File: config.mk
export PLATFORM = sky130hd
export DESIGN_NAME = dacs_active_status
export DESIGN_NICKNAME = d
export VERILOG_FILES = /design/src/dacs_active_status.v
export VERILOG_INCLUDE_DIRS = /design/src /design/src/src
export SDC_FILE = /design/constraint.sdc
export NUM_CORES = 1
export LEC_CHECK = 0
export ABC_AREA = 1
export BUFFER_PORTS_ARGS = -buffer_cell sky130_fd_sc_hd__buf_2
export CAP_MARGIN = 20
export CORE_MARGIN = 4
export CORE_UTILIZATION = 40
export CTS_BUF_LIST = sky130_fd_sc_hd__clkbuf_2 sky130_fd_sc_hd__clkbuf_4 sky130_fd_sc_hd__clkbuf_8
export DETAILED_ROUTE_END_ITERATION = 12
export PLACE_DENSITY = 0.66
export SETUP_SLACK_MARGIN = 0.4
export SYNTH_ARGS = -nofsm -noshare
export SYNTH_HDL_FRONTEND = slang
export SYNTH_SLANG_ARGS = --single-unit
File: constraint.sdc
create_clock -name clk_i -period 2.9 [get_ports clk_i]
set_clock_uncertainty 0.2 [all_clocks]
set_input_delay 0 -clock clk_i [delete_from_list [all_inputs] [get_ports clk_i]]
set_output_delay 0 -clock clk_i [all_outputs]
set_load 0.005 [all_outputs]
File: src/dacs_defs.vh
// register offsets, field positions and reset values of the active-channel status block
`ifndef DACS_DEFS_VH
`define DACS_DEFS_VH
`define DACS_ACTIVE_OFFSET 8'h30
`define DACS_CNT_MSB 31
`define DACS_CNT_LSB 16
`define DACS_BUSY_BIT 15
`define DACS_IDX_MSB 12
`define DACS_IDX_LSB 8
`define DACS_LVL_MSB 3
`define DACS_LVL_LSB 0
`define DACS_RESET_VALUE 32'h00000000
`endif
File: src/dacs_active_status.v
// active-channel status logic: transfer count, busy flag, channel index, level flags
//
// The implementer's own choice: the strobed register port.
`timescale 1ns/1ps
`include "dacs_defs.vh"

// Behaviour
// - hold 16-bit block count in bits 31:16
// - write held count back on new grant while busy flag set
// - count meaningful only while busy flag set
// - clear busy flag when write-back completes
// - set busy flag when next count read
// - channel index bits 12:8, updated each grant
// - per-level flag while request executing or pending
module dacs_active_status #(
	parameter CNT_W = 16,
	parameter IDX_W = 5,
	parameter LVLS = 4,
	parameter ADDR_W = 8
) (
	input wire clk_i,
	input wire sys_rst_i,
	// register port
	input wire [ADDR_W-1:0] reg_addr_i,
	input wire [31:0] reg_wdata_i,
	input wire reg_wr_i,
	input wire reg_rd_i,
	output wire [31:0] reg_rdata_o,
	// arbiter grant
	input wire grant_i,
	input wire [IDX_W-1:0] grant_idx_i,
	// descriptor count fetched from write-back memory
	input wire fetch_valid_i,
	input wire [CNT_W-1:0] fetch_count_i,
	// running transfer decrements the count per beat
	input wire beat_i,
	// write-back memory port
	output wire wb_req_o,
	output wire [IDX_W-1:0] wb_idx_o,
	output wire [CNT_W-1:0] wb_count_o,
	input wire wb_done_i,
	// per-level executing or pending requests
	input wire [LVLS-1:0] level_req_i
);

////////////////////////////////////////////////////////////////////////////////

reg [CNT_W-1:0] block_count_field_ff;
reg [CNT_W-1:0] nxt_block_count_field;
reg active_busy_flag_ff;
reg nxt_active_busy_flag;
reg [IDX_W-1:0] active_channel_index_ff;
reg [LVLS-1:0] level_executing_flags_ff;
reg wb_pend_ff;
reg [IDX_W-1:0] wb_idx_ff;
reg [CNT_W-1:0] wb_count_ff;
reg [31:0] rdata_ff;
wire [31:0] status_word;

////////////////////////////////////////////////////////////////////////////////
// count and busy flag

always @* begin
	nxt_block_count_field = block_count_field_ff;
	nxt_active_busy_flag = active_busy_flag_ff;
	// the count stops at zero; a stray beat must not wrap it to all ones
	if (beat_i && active_busy_flag_ff &&
		block_count_field_ff != {CNT_W{1'b0}})
		nxt_block_count_field = block_count_field_ff - 1'b1;
	// write-back completion clears; a fetch in the same cycle wins
	if (wb_done_i && wb_pend_ff)
		nxt_active_busy_flag = 1'b0;
	if (fetch_valid_i) begin
		nxt_block_count_field = fetch_count_i;
		nxt_active_busy_flag = 1'b1;
	end
end

always @(posedge clk_i or posedge sys_rst_i) begin
	if (sys_rst_i) begin
		block_count_field_ff <= {CNT_W{1'b0}};
		active_busy_flag_ff <= 1'b0;
		active_channel_index_ff <= {IDX_W{1'b0}};
	end else begin
		block_count_field_ff <= nxt_block_count_field;
		active_busy_flag_ff <= nxt_active_busy_flag;
		if (grant_i)
			active_channel_index_ff <= grant_idx_i;
	end
end

////////////////////////////////////////////////////////////////////////////////
// one flag per priority level, following its request a cycle later

genvar lvl;
generate
	for (lvl = 0; lvl < LVLS; lvl = lvl + 1) begin : g_level
		always @(posedge clk_i or posedge sys_rst_i) begin
			if (sys_rst_i) begin
				level_executing_flags_ff[lvl] <= 1'b0;
			end else begin
				level_executing_flags_ff[lvl] <= level_req_i[lvl];
			end
		end
	end
endgenerate

////////////////////////////////////////////////////////////////////////////////
// write-back of the held count on each new grant that arrives while the busy flag is set

// snapshot taken at the grant so a fetch right after cannot corrupt it
always @(posedge clk_i or posedge sys_rst_i) begin
	if (sys_rst_i) begin
		wb_pend_ff <= 1'b0;
		wb_idx_ff <= {IDX_W{1'b0}};
		wb_count_ff <= {CNT_W{1'b0}};
	end else begin
		if (grant_i && active_busy_flag_ff) begin
			wb_pend_ff <= 1'b1;
			wb_idx_ff <= active_channel_index_ff;
			wb_count_ff <= block_count_field_ff;
		end else if (wb_done_i) begin
			wb_pend_ff <= 1'b0;
		end
	end
end

assign wb_req_o = wb_pend_ff;
assign wb_idx_o = wb_idx_ff;
assign wb_count_o = wb_count_ff;

////////////////////////////////////////////////////////////////////////////////
// register read; writes are ignored

// count is shown raw; software must check the busy flag first
// each field placed by its own position; the gaps between them read zero
assign status_word[`DACS_CNT_MSB:`DACS_CNT_LSB] = block_count_field_ff;
assign status_word[`DACS_BUSY_BIT] = active_busy_flag_ff;
assign status_word[14:13] = 2'h0;
assign status_word[`DACS_IDX_MSB:`DACS_IDX_LSB] =
	active_channel_index_ff;
assign status_word[7:4] = 4'h0;
assign status_word[`DACS_LVL_MSB:`DACS_LVL_LSB] =
	level_executing_flags_ff;

always @(posedge clk_i or posedge sys_rst_i) begin
	if (sys_rst_i)
		rdata_ff <= `DACS_RESET_VALUE;
	else if (reg_rd_i && reg_addr_i == `DACS_ACTIVE_OFFSET)
		rdata_ff <= status_word;
	else
		rdata_ff <= 32'h00000000;
end

assign reg_rdata_o = rdata_ff;

endmodule

Yosys cells after proc, flatten, opt, wreduce, memory -nomap -nowiden
Cells that the tools add are included.

storage, ports and cells
  flip-flop bits (word level) = 80
  input bits = 73
  word-level logic and storage cells = 29

operators by class
  add/sub/neg operators = 1
  equality and inequality tests = 1
  multiplexer cells = 7
  reduce and logical (&&, ||, !) cells = 9

operator list
  cell                                                                    number
  16-bit 2-to-1 mux                                                       2
  32-bit 2-to-1 mux                                                       1
  16-bit nonzero test                                                     1
  16-bit by 1-bit subtractor with 16-bit output (second input constant)   1
  8-bit by 6-bit equality test with 1-bit output (second input constant)  1
  2-bit nonzero test                                                      3
  1-bit logical AND                                                       5
  1-bit 2-to-1 mux                                                        4

Depth between registers and ports, before layout
Gate-level depths: netlist of the first run.

  depth after elaboration = 4
  depth in mapped cells = 10
  mapped depth without buffers = 10

Worst setup path before layout of the first run
No wires, ideal clock.

  path type = register -> register
  from = register block_count_field_ff[0]
  to = register block_count_field_ff[2]
  library setup time = 87 ps
  data arrival time = 1343 ps
  data required time = 2613 ps
  path slack = 1271 ps
  stages on the path, launching flop included = 10
  path buffers = 1
  clock period less this slack = 1629 ps
  cell sequence = dfrtp_1 -> inv_1 -> ha_1 -> nand2_2 -> nor2_4 -> nand2_2 -> nand2_4 -> buf_6 -> nand3_1 -> o211ai_1

between the ends
  cells in the longest elaborated chain, start to end = 3
  elaborated cells between the ends (all ways) = 6
  those cells by class = 1 x add/sub; 2 x mux; 3 x reduce/logical

RTL lines
  what                                                                                         RTL line                                          RTL
  from (decl)                                                                                  dacs_active_status.v:48                           reg [CNT_W-1:0] block_count_field_ff;
  from (signal assigned)                                                                       dacs_active_status.v:81                           block_count_field_ff <= {CNT_W{1'b0}};
  from (signal assigned)                                                                       dacs_active_status.v:85                           block_count_field_ff <= nxt_block_count_field;
  16-bit by 1-bit subtractor with 16-bit output / 16-bit nonzero test (equally long branches)  dacs_active_status.v:69, dacs_active_status.v:68
  16-bit 2-to-1 mux / 1-bit logical AND (equally long branches)                                dacs_active_status.v:67                           if (beat_i && active_busy_flag_ff &&
  16-bit 2-to-1 mux / 2-bit nonzero test (equally long branches)                               n/a

Parallel ways exist; a longest one is shown, timed or not. The select of a mux whose other input is x is not followed.
A chain may end at the register's enable or synchronous reset.

Worst setup path in the final report of the first run
  from = register block_count_field_ff[1]
  to = register block_count_field_ff[11]

Same word-level chain as after synthesis.

==> results of run 1 <==
[per-stage QoR]
stage | instance area, sq um | worst slack [ns] | std cells
2_1_floorplan | 3170 | 0.818 | 356
3_3_place_gp | 3660 | 0.962 | 529
3_5_place_dp | 3660 | 0.950 | 529
4_1_cts | 4430 | 0.432 | 598
5_1_grt | 4440 | 0.289 | 598
6_report | 4440 | 0.438 | 598
[final cells by class]
| type | count | area (sq um) | area share, % |
|---|---|---|---|
| clock buffers | 10 | 138 | 3.10 |
| clock inverters | 6 | 95.1 | 2.14 |
| inverters | 30 | 116 | 2.62 |
| multi-input cells | 233 | 1110 | 25.0 |
| flip-flops and latches | 74 | 1850 | 41.7 |
| well taps | 102 | 128 | 2.87 |
| repair buffers | 143 | 1000 | 22.5 |
[kinds of logic after synthesis]
kind of cell	Yosys count	share of synthesized area, %
xor gates and xnor gates	5	1.39
other	1	0.119
buffers and inverters	49	6.83
adders and majority gates	1	0.397
AOI/OAI and AO/OA	40	6.59
DFF	74	58.8
and+or+nand+nor	181	25.9
[flip-flops by register name, indices dropped and copies added, names as in the netlist]
name                      cells
reg_rdata_o                  26
block_count_field_ff         16
wb_count_o                   16
active_channel_index_ff       5
wb_idx_o                      5
level_executing_flags_ff      4
active_busy_flag_ff           1
wb_req_o                      1
[layout by cell type, fill, tap and decap left out, types with 2 or more instances in the layout]
cell type and n:
inv_6 3, clkbuf_8 10, nor3b_1 5, nand3_1 31
o211ai_1 3, inv_2 2, buf_4 2, buf_2 87
nor2_4 2, o21ai_1 2, conb_1 6, inv_1 27
nor3_1 21, nor2_2 2, nand4_1 4, nand2_1 79
or2_2 2, bufinv_16 2, o21ai_0 35, nand2_2 3
xor2_1 4, nor2_1 30, dfrtp_1 74, dlygate4sd3_1 53
[per-layer routing]
layer  global-route usage, %  vias up  wire (microns)
met1                    23.5     1303            3450
met2                    28.8       84            3890
li1                        -     1396               -
met5                       0        -               0
met4                    6.59        0             141
met3                    4.18       16             412
[timing repair]
action                     4_1_cts  5_1_grt
hold buffers                    53        0
hold endpoints to repair       103        0
setup endpoints to repair        0        4
resized for setup                0        3
[critical path: stages (launching register included)]
cell and delay [ns]:
dfrtp_1 0.38, inv_1 0.16, ha_1 0.24, nand2_2 0.13, nor2_4 0.15, nand2_2 0.12
nand2_8 0.14, nand2_2 0.12, nand2_1 0.10, nand2_1 0.05, dlygate4sd3_1 0.55
[cell usage after synthesis (2+ instances only)]
| cell | n |
|---|---|
| nand4_1 | 4 |
| o211ai_1 | 3 |
| o21ai_0 | 35 |
| o21ai_1 | 2 |
| inv_1 | 29 |
| or2_2 | 2 |
| nand3_1 | 31 |
| nand2_2 | 3 |
| nor2_2 | 2 |
| clkbuf_1 | 11 |
| nor2_4 | 2 |
| nand2_1 | 79 |
| xor2_1 | 4 |
| nor2_1 | 30 |
| nor3b_1 | 5 |
| buf_4 | 6 |
| dfrtp_1 | 74 |
| nor3_1 | 21 |
[power breakdown]
group / switching, W / internal, W / total [W]
combinational: 0.000245 / 0.000199 / 0.000444
sequential: 0.0000663 / 0.00112 / 0.00119
clock: 0.000405 / 0.000519 / 0.000924
total: 0.000716 / 0.00184 / 0.00256
[worst min-delay path by stage]
| stage | startpoint | end | slack (ns) | cells after the start |
|---|---|---|---|---|
| 6_report | reg_addr_i[1] | reg_rdata_o[12]$_DFF_PP0_ | 0.03 | 5 |
| 5_1_grt | reg_addr_i[1] | reg_rdata_o[11]$_DFF_PP0_ | 0.04 | 5 |
| 4_1_cts | reg_addr_i[0] | reg_rdata_o[12]$_DFF_PP0_ | 0.01 | 5 |
| 3_5_place_dp | level_req_i[2] | level_executing_flags_ff[2]$_DFF_PP0_ | -0.09 | 1 |
| 3_3_place_gp | sys_rst_i | reg_rdata_o[2]$_DFF_PP0_ | -0.09 | 3 |
| 2_1_floorplan | level_req_i[0] | level_executing_flags_ff[0]$_DFF_PP0_ | -0.17 | 0 |
==> impl_metrics.json, run 1 <==
{
  "status": "completed",
  "drt_iter0_drc": 199,
  "worstPathMaxFanout": 14,
  "avgSynthCellArea_sq_um": 8.98,
  "arrival_ns": 2.50,
  "syn_area_sq_um": 3150,
  "ys_ff_latch": 74,
  "ant_nets": 0,
  "maxCapViolCount": 0,
  "synthDistinctLibCells": 26,
  "antenna_found_initial": 0,
  "finalSetupViolCount": 0,
  "yosysTopAreaCellShare_pct": 58.8,
  "fin_nets": 565,
  "crit_end": "block_count_field_ff[11]$_DFFE_PP0P_",
  "port_buffers": 87,
  "yosysWarnings": 0,
  "ys_seq_area_share_pct": 58.8,
  "worstSetupStartpointType": "flip-flop",
  "worstPathRequired_ns": 2.93,
  "dieArea_sq_um": 9360,
  "dp_hpwl_mm": 5.03,
  "end_kind": "flip-flop",
  "diodes": 0,
  "async_reset_ff_share_pct": 100,
  "grt_pass1_wl_mm": 13.6,
  "track_usage_pct": 17.9,
  "fin_crit_sh_pct": 84.9,
  "num_vias": 2799,
  "drive_above_1_share_pct": 24.0,
  "ff2ff_setup_slack_ns": 0.44,
  "r2r_end": "block_count_field_ff[11]$_DFFE_PP0P_",
  "root_buffer": "clkbuf_8",
  "synth_edf_count": 0,
  "ys_top_cells_by_area": "dfrtp_1 (59%), nand2_1 (9.4%), o21ai_0 (5.6%), nand3_1 (4.9%), nor2_1 (3.6%)",
  "std_cell_rows": 32,
  "grt_pass1_vias": 2800,
  "dr.pass1.iters": 4,
  "synth_top_area_cell": "dfrtp_1",
  "drv_slew": 0,
  "cts_made_buffers": 9,
  "hold_slack_ns": 0.0343,
  "wl_per_cell_microns": 13.2,
  "fin_crit_ns": 2.46,
  "initial_core_util_pct": 41.0,
  "final_util_pct": 57.8,
  "cts_buffer_depth": 2,
  "netlist_instances": 351,
  "critPathKind": "flip-flop to flip-flop",
  "vias_per_cell": 4.68,
  "hold_viol": 0,
  "worst_pin_slew_ns": 0.974,
  "die_height_microns": 96.8,
  "place.gp.congestion": 0.885,
  "worstSetupStartpoint": "block_count_field_ff[1]$_DFFE_PP0P_",
  "vdd_drop_max_mv": 0.217,
  "finalSetupTns_ns": 0,
  "grt_max_degree": 75,
  "p_per_area_nw_per_um2": 576,
  "grt.overflow.total": 0,
  "insertion_delay_ns": 0.35,
  "slew_headroom_pct": 34.9,
  "clock_sinks": 74,
  "cts_setup_buffers": 0,
  "routed_wl_mm": 7.90,
  "areaGrowthSynthToFinish_pct": 40.9,
  "drcViolationCount": 0,
  "h-tree-depth": 3,
  "synth_flop_cell": "dfrtp_1",
  "r2r-start": "block_count_field_ff[1]$_DFFE_PP0P_",
  "boundaryPins": 127,
  "reg2reg_depth": 10,
  "cts_tree": "built",
  "leakagePower_nw": 2.23,
  "fp.coreArea_sq_um": 7690,
  "p_total_w": 0.00256,
  "rsz0062_at_grt": "true",
  "die_width_microns": 96.8,
  "fill_cells": 699,
  "path_clk_slew_ns": 0.08,
  "hp-class": "input pin to flip-flop",
  "clock.fmax_ghz": 0.406
}
Note: power is estimated with default switching activity, not from simulation.
==> run 2: changes to the inputs <==
--- a/config.mk
+++ b/config.mk
@@ -6,7 +6,7 @@
 export SDC_FILE = /design/constraint.sdc
 export NUM_CORES = 1
 export LEC_CHECK = 0
-export ABC_AREA = 1
+export ABC_AREA = 0
 export BUFFER_PORTS_ARGS = -buffer_cell sky130_fd_sc_hd__buf_2
 export CAP_MARGIN = 20
 export CORE_MARGIN = 4
==> constraint.sdc (replaced) <==
create_clock -name clk_i -period 2.6 [get_ports clk_i]
set_clock_uncertainty 0.2 [all_clocks]
set_input_delay 0 -clock clk_i [delete_from_list [all_inputs] [get_ports clk_i]]
set_output_delay 0 -clock clk_i [all_outputs]
set_load 0.005 [all_outputs]
==> run 2 against run 1 <==
Final area shrank 3.0%. Setup slack improved by 0.050 ns. Wire length down 11%. Synthesized cell count down 26%. Cell count is 17% lower. Sequential power up 13%. Non-clock buffer count shrank 9. Sequential cell count stayed put. Clock power grew 7.6%.
==> impl_metrics.json, run 2 <==
{
  "grt_pass1_vias": 2321,
  "maxCapViolCount": 0,
  "cts_made_buffers": 9,
  "diodes": 0,
  "end_kind": "flip-flop",
  "worstSetupStartpointType": "flip-flop",
  "p_sw_share_pct": 24.2,
  "yosysTopAreaCellShare_pct": 59.5,
  "post_dp_cell_area_sq_um": 3620,
  "dp_hpwl_mm": 4.73,
  "fp.coreArea_sq_um": 7410,
  "routed_wl_mm": 7.04,
  "final_cell_mix": "buf_2 (87), dfrtp_1 (73), dlygate4sd3_1 (40)",
  "ys_top_cells_by_area": "dfrtp_1 (60%), mux2_2 (8.7%), and2_1 (5.8%), nand2_1 (2.3%), nor2_1 (1.8%)",
  "async_reset_ff_share_pct": 100,
  "vdd_drop_max_mv": 0.305,
  "leakagePower_nw": 2.04,
  "worstPathMaxFanout": 9,
  "avgSynthCellArea_sq_um": 11.9,
  "worst_pin_slew_ns": 0.662,
  "arrival_ns": 2.18,
  "netlist_instances": 261,
  "yosysWarnings": 0,
  "syn_area_sq_um": 3110,
  "yosysMostFrequentCell": "dfrtp_1",
  "port_buffers": 87,
  "finalSetupViolCount": 0,
  "synth_edf_count": 0,
  "areaGrowthSynthToFinish_pct": 38.5,
  "power_frac_seq_pct": 49.4,
  "clock.fmax_ghz": 0.473,
  "h-tree-depth": 3,
  "dr.pass1.iters": 4,
  "die_height_microns": 96.2,
  "intPower_w": 0.00206,
  "initial_core_util_pct": 42.0,
  "ant_nets": 0,
  "fin_crit_ns": 2.11,
  "clock_sinks": 74,
  "mostFrequentLayoutCell": "buf_2",
  "drive_above_1_share_pct": 37.3,
  "status": "completed",
  "drv_slew": 0,
  "antenna_found_initial": 0,
  "path_clk_slew_ns": 0.08,
  "wl_per_cell_microns": 14.2,
  "place.gp.congestion": 0.795,
  "drcViolationCount": 0,
  "ys_ff_latch": 74,
  "drt_iter0_drc": 95,
  "grt.overflow.total": 0,
  "grt_pass1_wl_mm": 11.4,
  "p_per_area_nw_per_um2": 632,
  "synthDistinctLibCells": 45,
  "critPathKind": "flip-flop to flip-flop",
  "hold_viol": 0,
  "vias_per_cell": 4.83,
  "worstPathRequired_ns": 2.67,
  "num_vias": 2398,
  "p_clk_share_pct": 36.5,
  "synthTopCellsByCount": "dfrtp_1 (74), and2_1 (29), mux2_2 (24)",
  "p_comb_share_pct": 14.1,
  "track_usage_pct": 16.5,
  "ff2ff_setup_slack_ns": 0.49,
  "grt_max_degree": 31,
  "fin_area_sq_um": 4310,
  "std_cell_rows": 31,
  "synth_flop_cell": "dfrtp_1",
  "insertion_delay_ns": 0.34,
  "fin_nets": 467,
  "hp-class": "input pin to flip-flop",
  "ys_seq_area_share_pct": 59.5,
  "largest_reg_flops": 26,
  "rsz0062_at_grt": "true",
  "cts_tree": "built",
  "dieArea_sq_um": 9250,
  "synth_top_area_cell": "dfrtp_1",
  "slew_headroom_pct": 55.8,
  "cts_buffer_depth": 2,
  "power.switching_w": 0.000660,
  "boundaryPins": 127,
  "die_width_microns": 96.2,
  "root_buffer": "clkbuf_8",
  "finalSetupTns_ns": 0,
  "fin_crit_sh_pct": 81.3
}
==> run 2: cell types whose count changed in the layout (fill, tap and decap cells not counted), moves of 13 or more <==
cell           change
nor3_1            -19
o21ai_0           -26
and2_1            +28
inv_1             -24
nand3_1           -28
mux2_2            +24
dlygate4sd3_1     -13
nand2_1           -61
nor2_1            -15
==> run 2: power by group through the flow <==
stage,registers (W),logic [W],clock network [W]
global route,0.00136,0.000430,0.00108
floorplan,0.00135,0.000193,0
CTS,0.00134,0.000377,0.00101
global placement,0.00136,0.000316,0
detailed placement,0.00136,0.000323,0
finish,0.00134,0.000384,0.000994
==> run 2: critical path, stage by stage (launching register included) <==
cell	delay (ns)
dfrtp_1	0.43
inv_1	0.11
ha_4	0.18
nor4b_4	0.14
and4_2	0.29
or4_1	0.51
a31oi_1	0.16
==> run 2: cell type report <==
cell class,count,area (sq um)
Clock inverter,4,75.1
Multi-Input combinational cell,169,1200
Fill cell,641,3100
Timing Repair Buffer,134,888
Inverter,5,20.0
Tap cell,99,124
Clock buffer,11,151
Sequential cell,74,1850
==> run 2: kinds of logic (layout without fill, tap and decap cells) <==
family | after synthesis | count (layout) | share of synthesized area, %
other cells | 1 | 6 | 0.121
fa+ha+maj | 1 | 1 | 0.402
mux | 24 | 24 | 8.69
flops | 74 | 74 | 59.5
buf+inv | 23 | 154 | 4.34
compound gates | 34 | 34 | 7.12
simple gates | 104 | 104 | 19.8
==> run 2: layer usage <==
metal  share of wire (%)  wire (microns)  GRT usage (%)  vias to the layer above
li1                    -               -              -                     1169
met3                 6.3             444           4.77                       10
met2                  49            3450           27.0                       67
met1                  43            3050           20.8                     1152
met5                   0               0              0                        -
met4                 1.3              94           5.69                        0
==> run 2: path summary, 6_finish.rpt <==
kind	from	endpoint	cells past startpoint
setup reg to reg	block_count_field_ff[1]$_DFFE_PP0P_	block_count_field_ff[5]$_DFFE_PP0P_	6
max in group asynchronous	sys_rst_i	active_busy_flag_ff$_DFFE_PP0P_	4
hold / removal	reg_addr_i[1]	reg_rdata_o[11]$_DFF_PP0_	4
setup / recovery	block_count_field_ff[1]$_DFFE_PP0P_	block_count_field_ff[5]$_DFFE_PP0P_	6
min in group asynchronous	sys_rst_i	level_executing_flags_ff[1]$_DFF_PP0_	3
hold reg to reg	level_executing_flags_ff[0]$_DFF_PP0_	reg_rdata_o[0]$_DFF_PP0_	1
==> run 2: stage by stage <==
step / setup WS, ns / hold WS [ns] / cells / power (W) / util, %
CTS: 0.434 / 0.00396 / 494 / 0.00273 / 57.5
finish: 0.487 / 0.00997 / 496 / 0.00272 / 58.2
global route: 0.360 / 0.0104 / 496 / 0.00287 / 58.2
global placement: 0.410 / -0.143 / 439 / 0.00167 / 48.9
floorplan: 0.518 / -0.169 / 266 / 0.00154 / -
detailed placement: 0.347 / -0.149 / 439 / 0.00169 / 48.9
==> run 2: repair_timing <==
item,in CTS,in global routing
endpoints found under the hold margin,83,0
pin swaps,0,2
hold buffers,40,0
buffers inserted,0,2
endpoints found under the setup margin,6,11
gates resized for setup,2,8
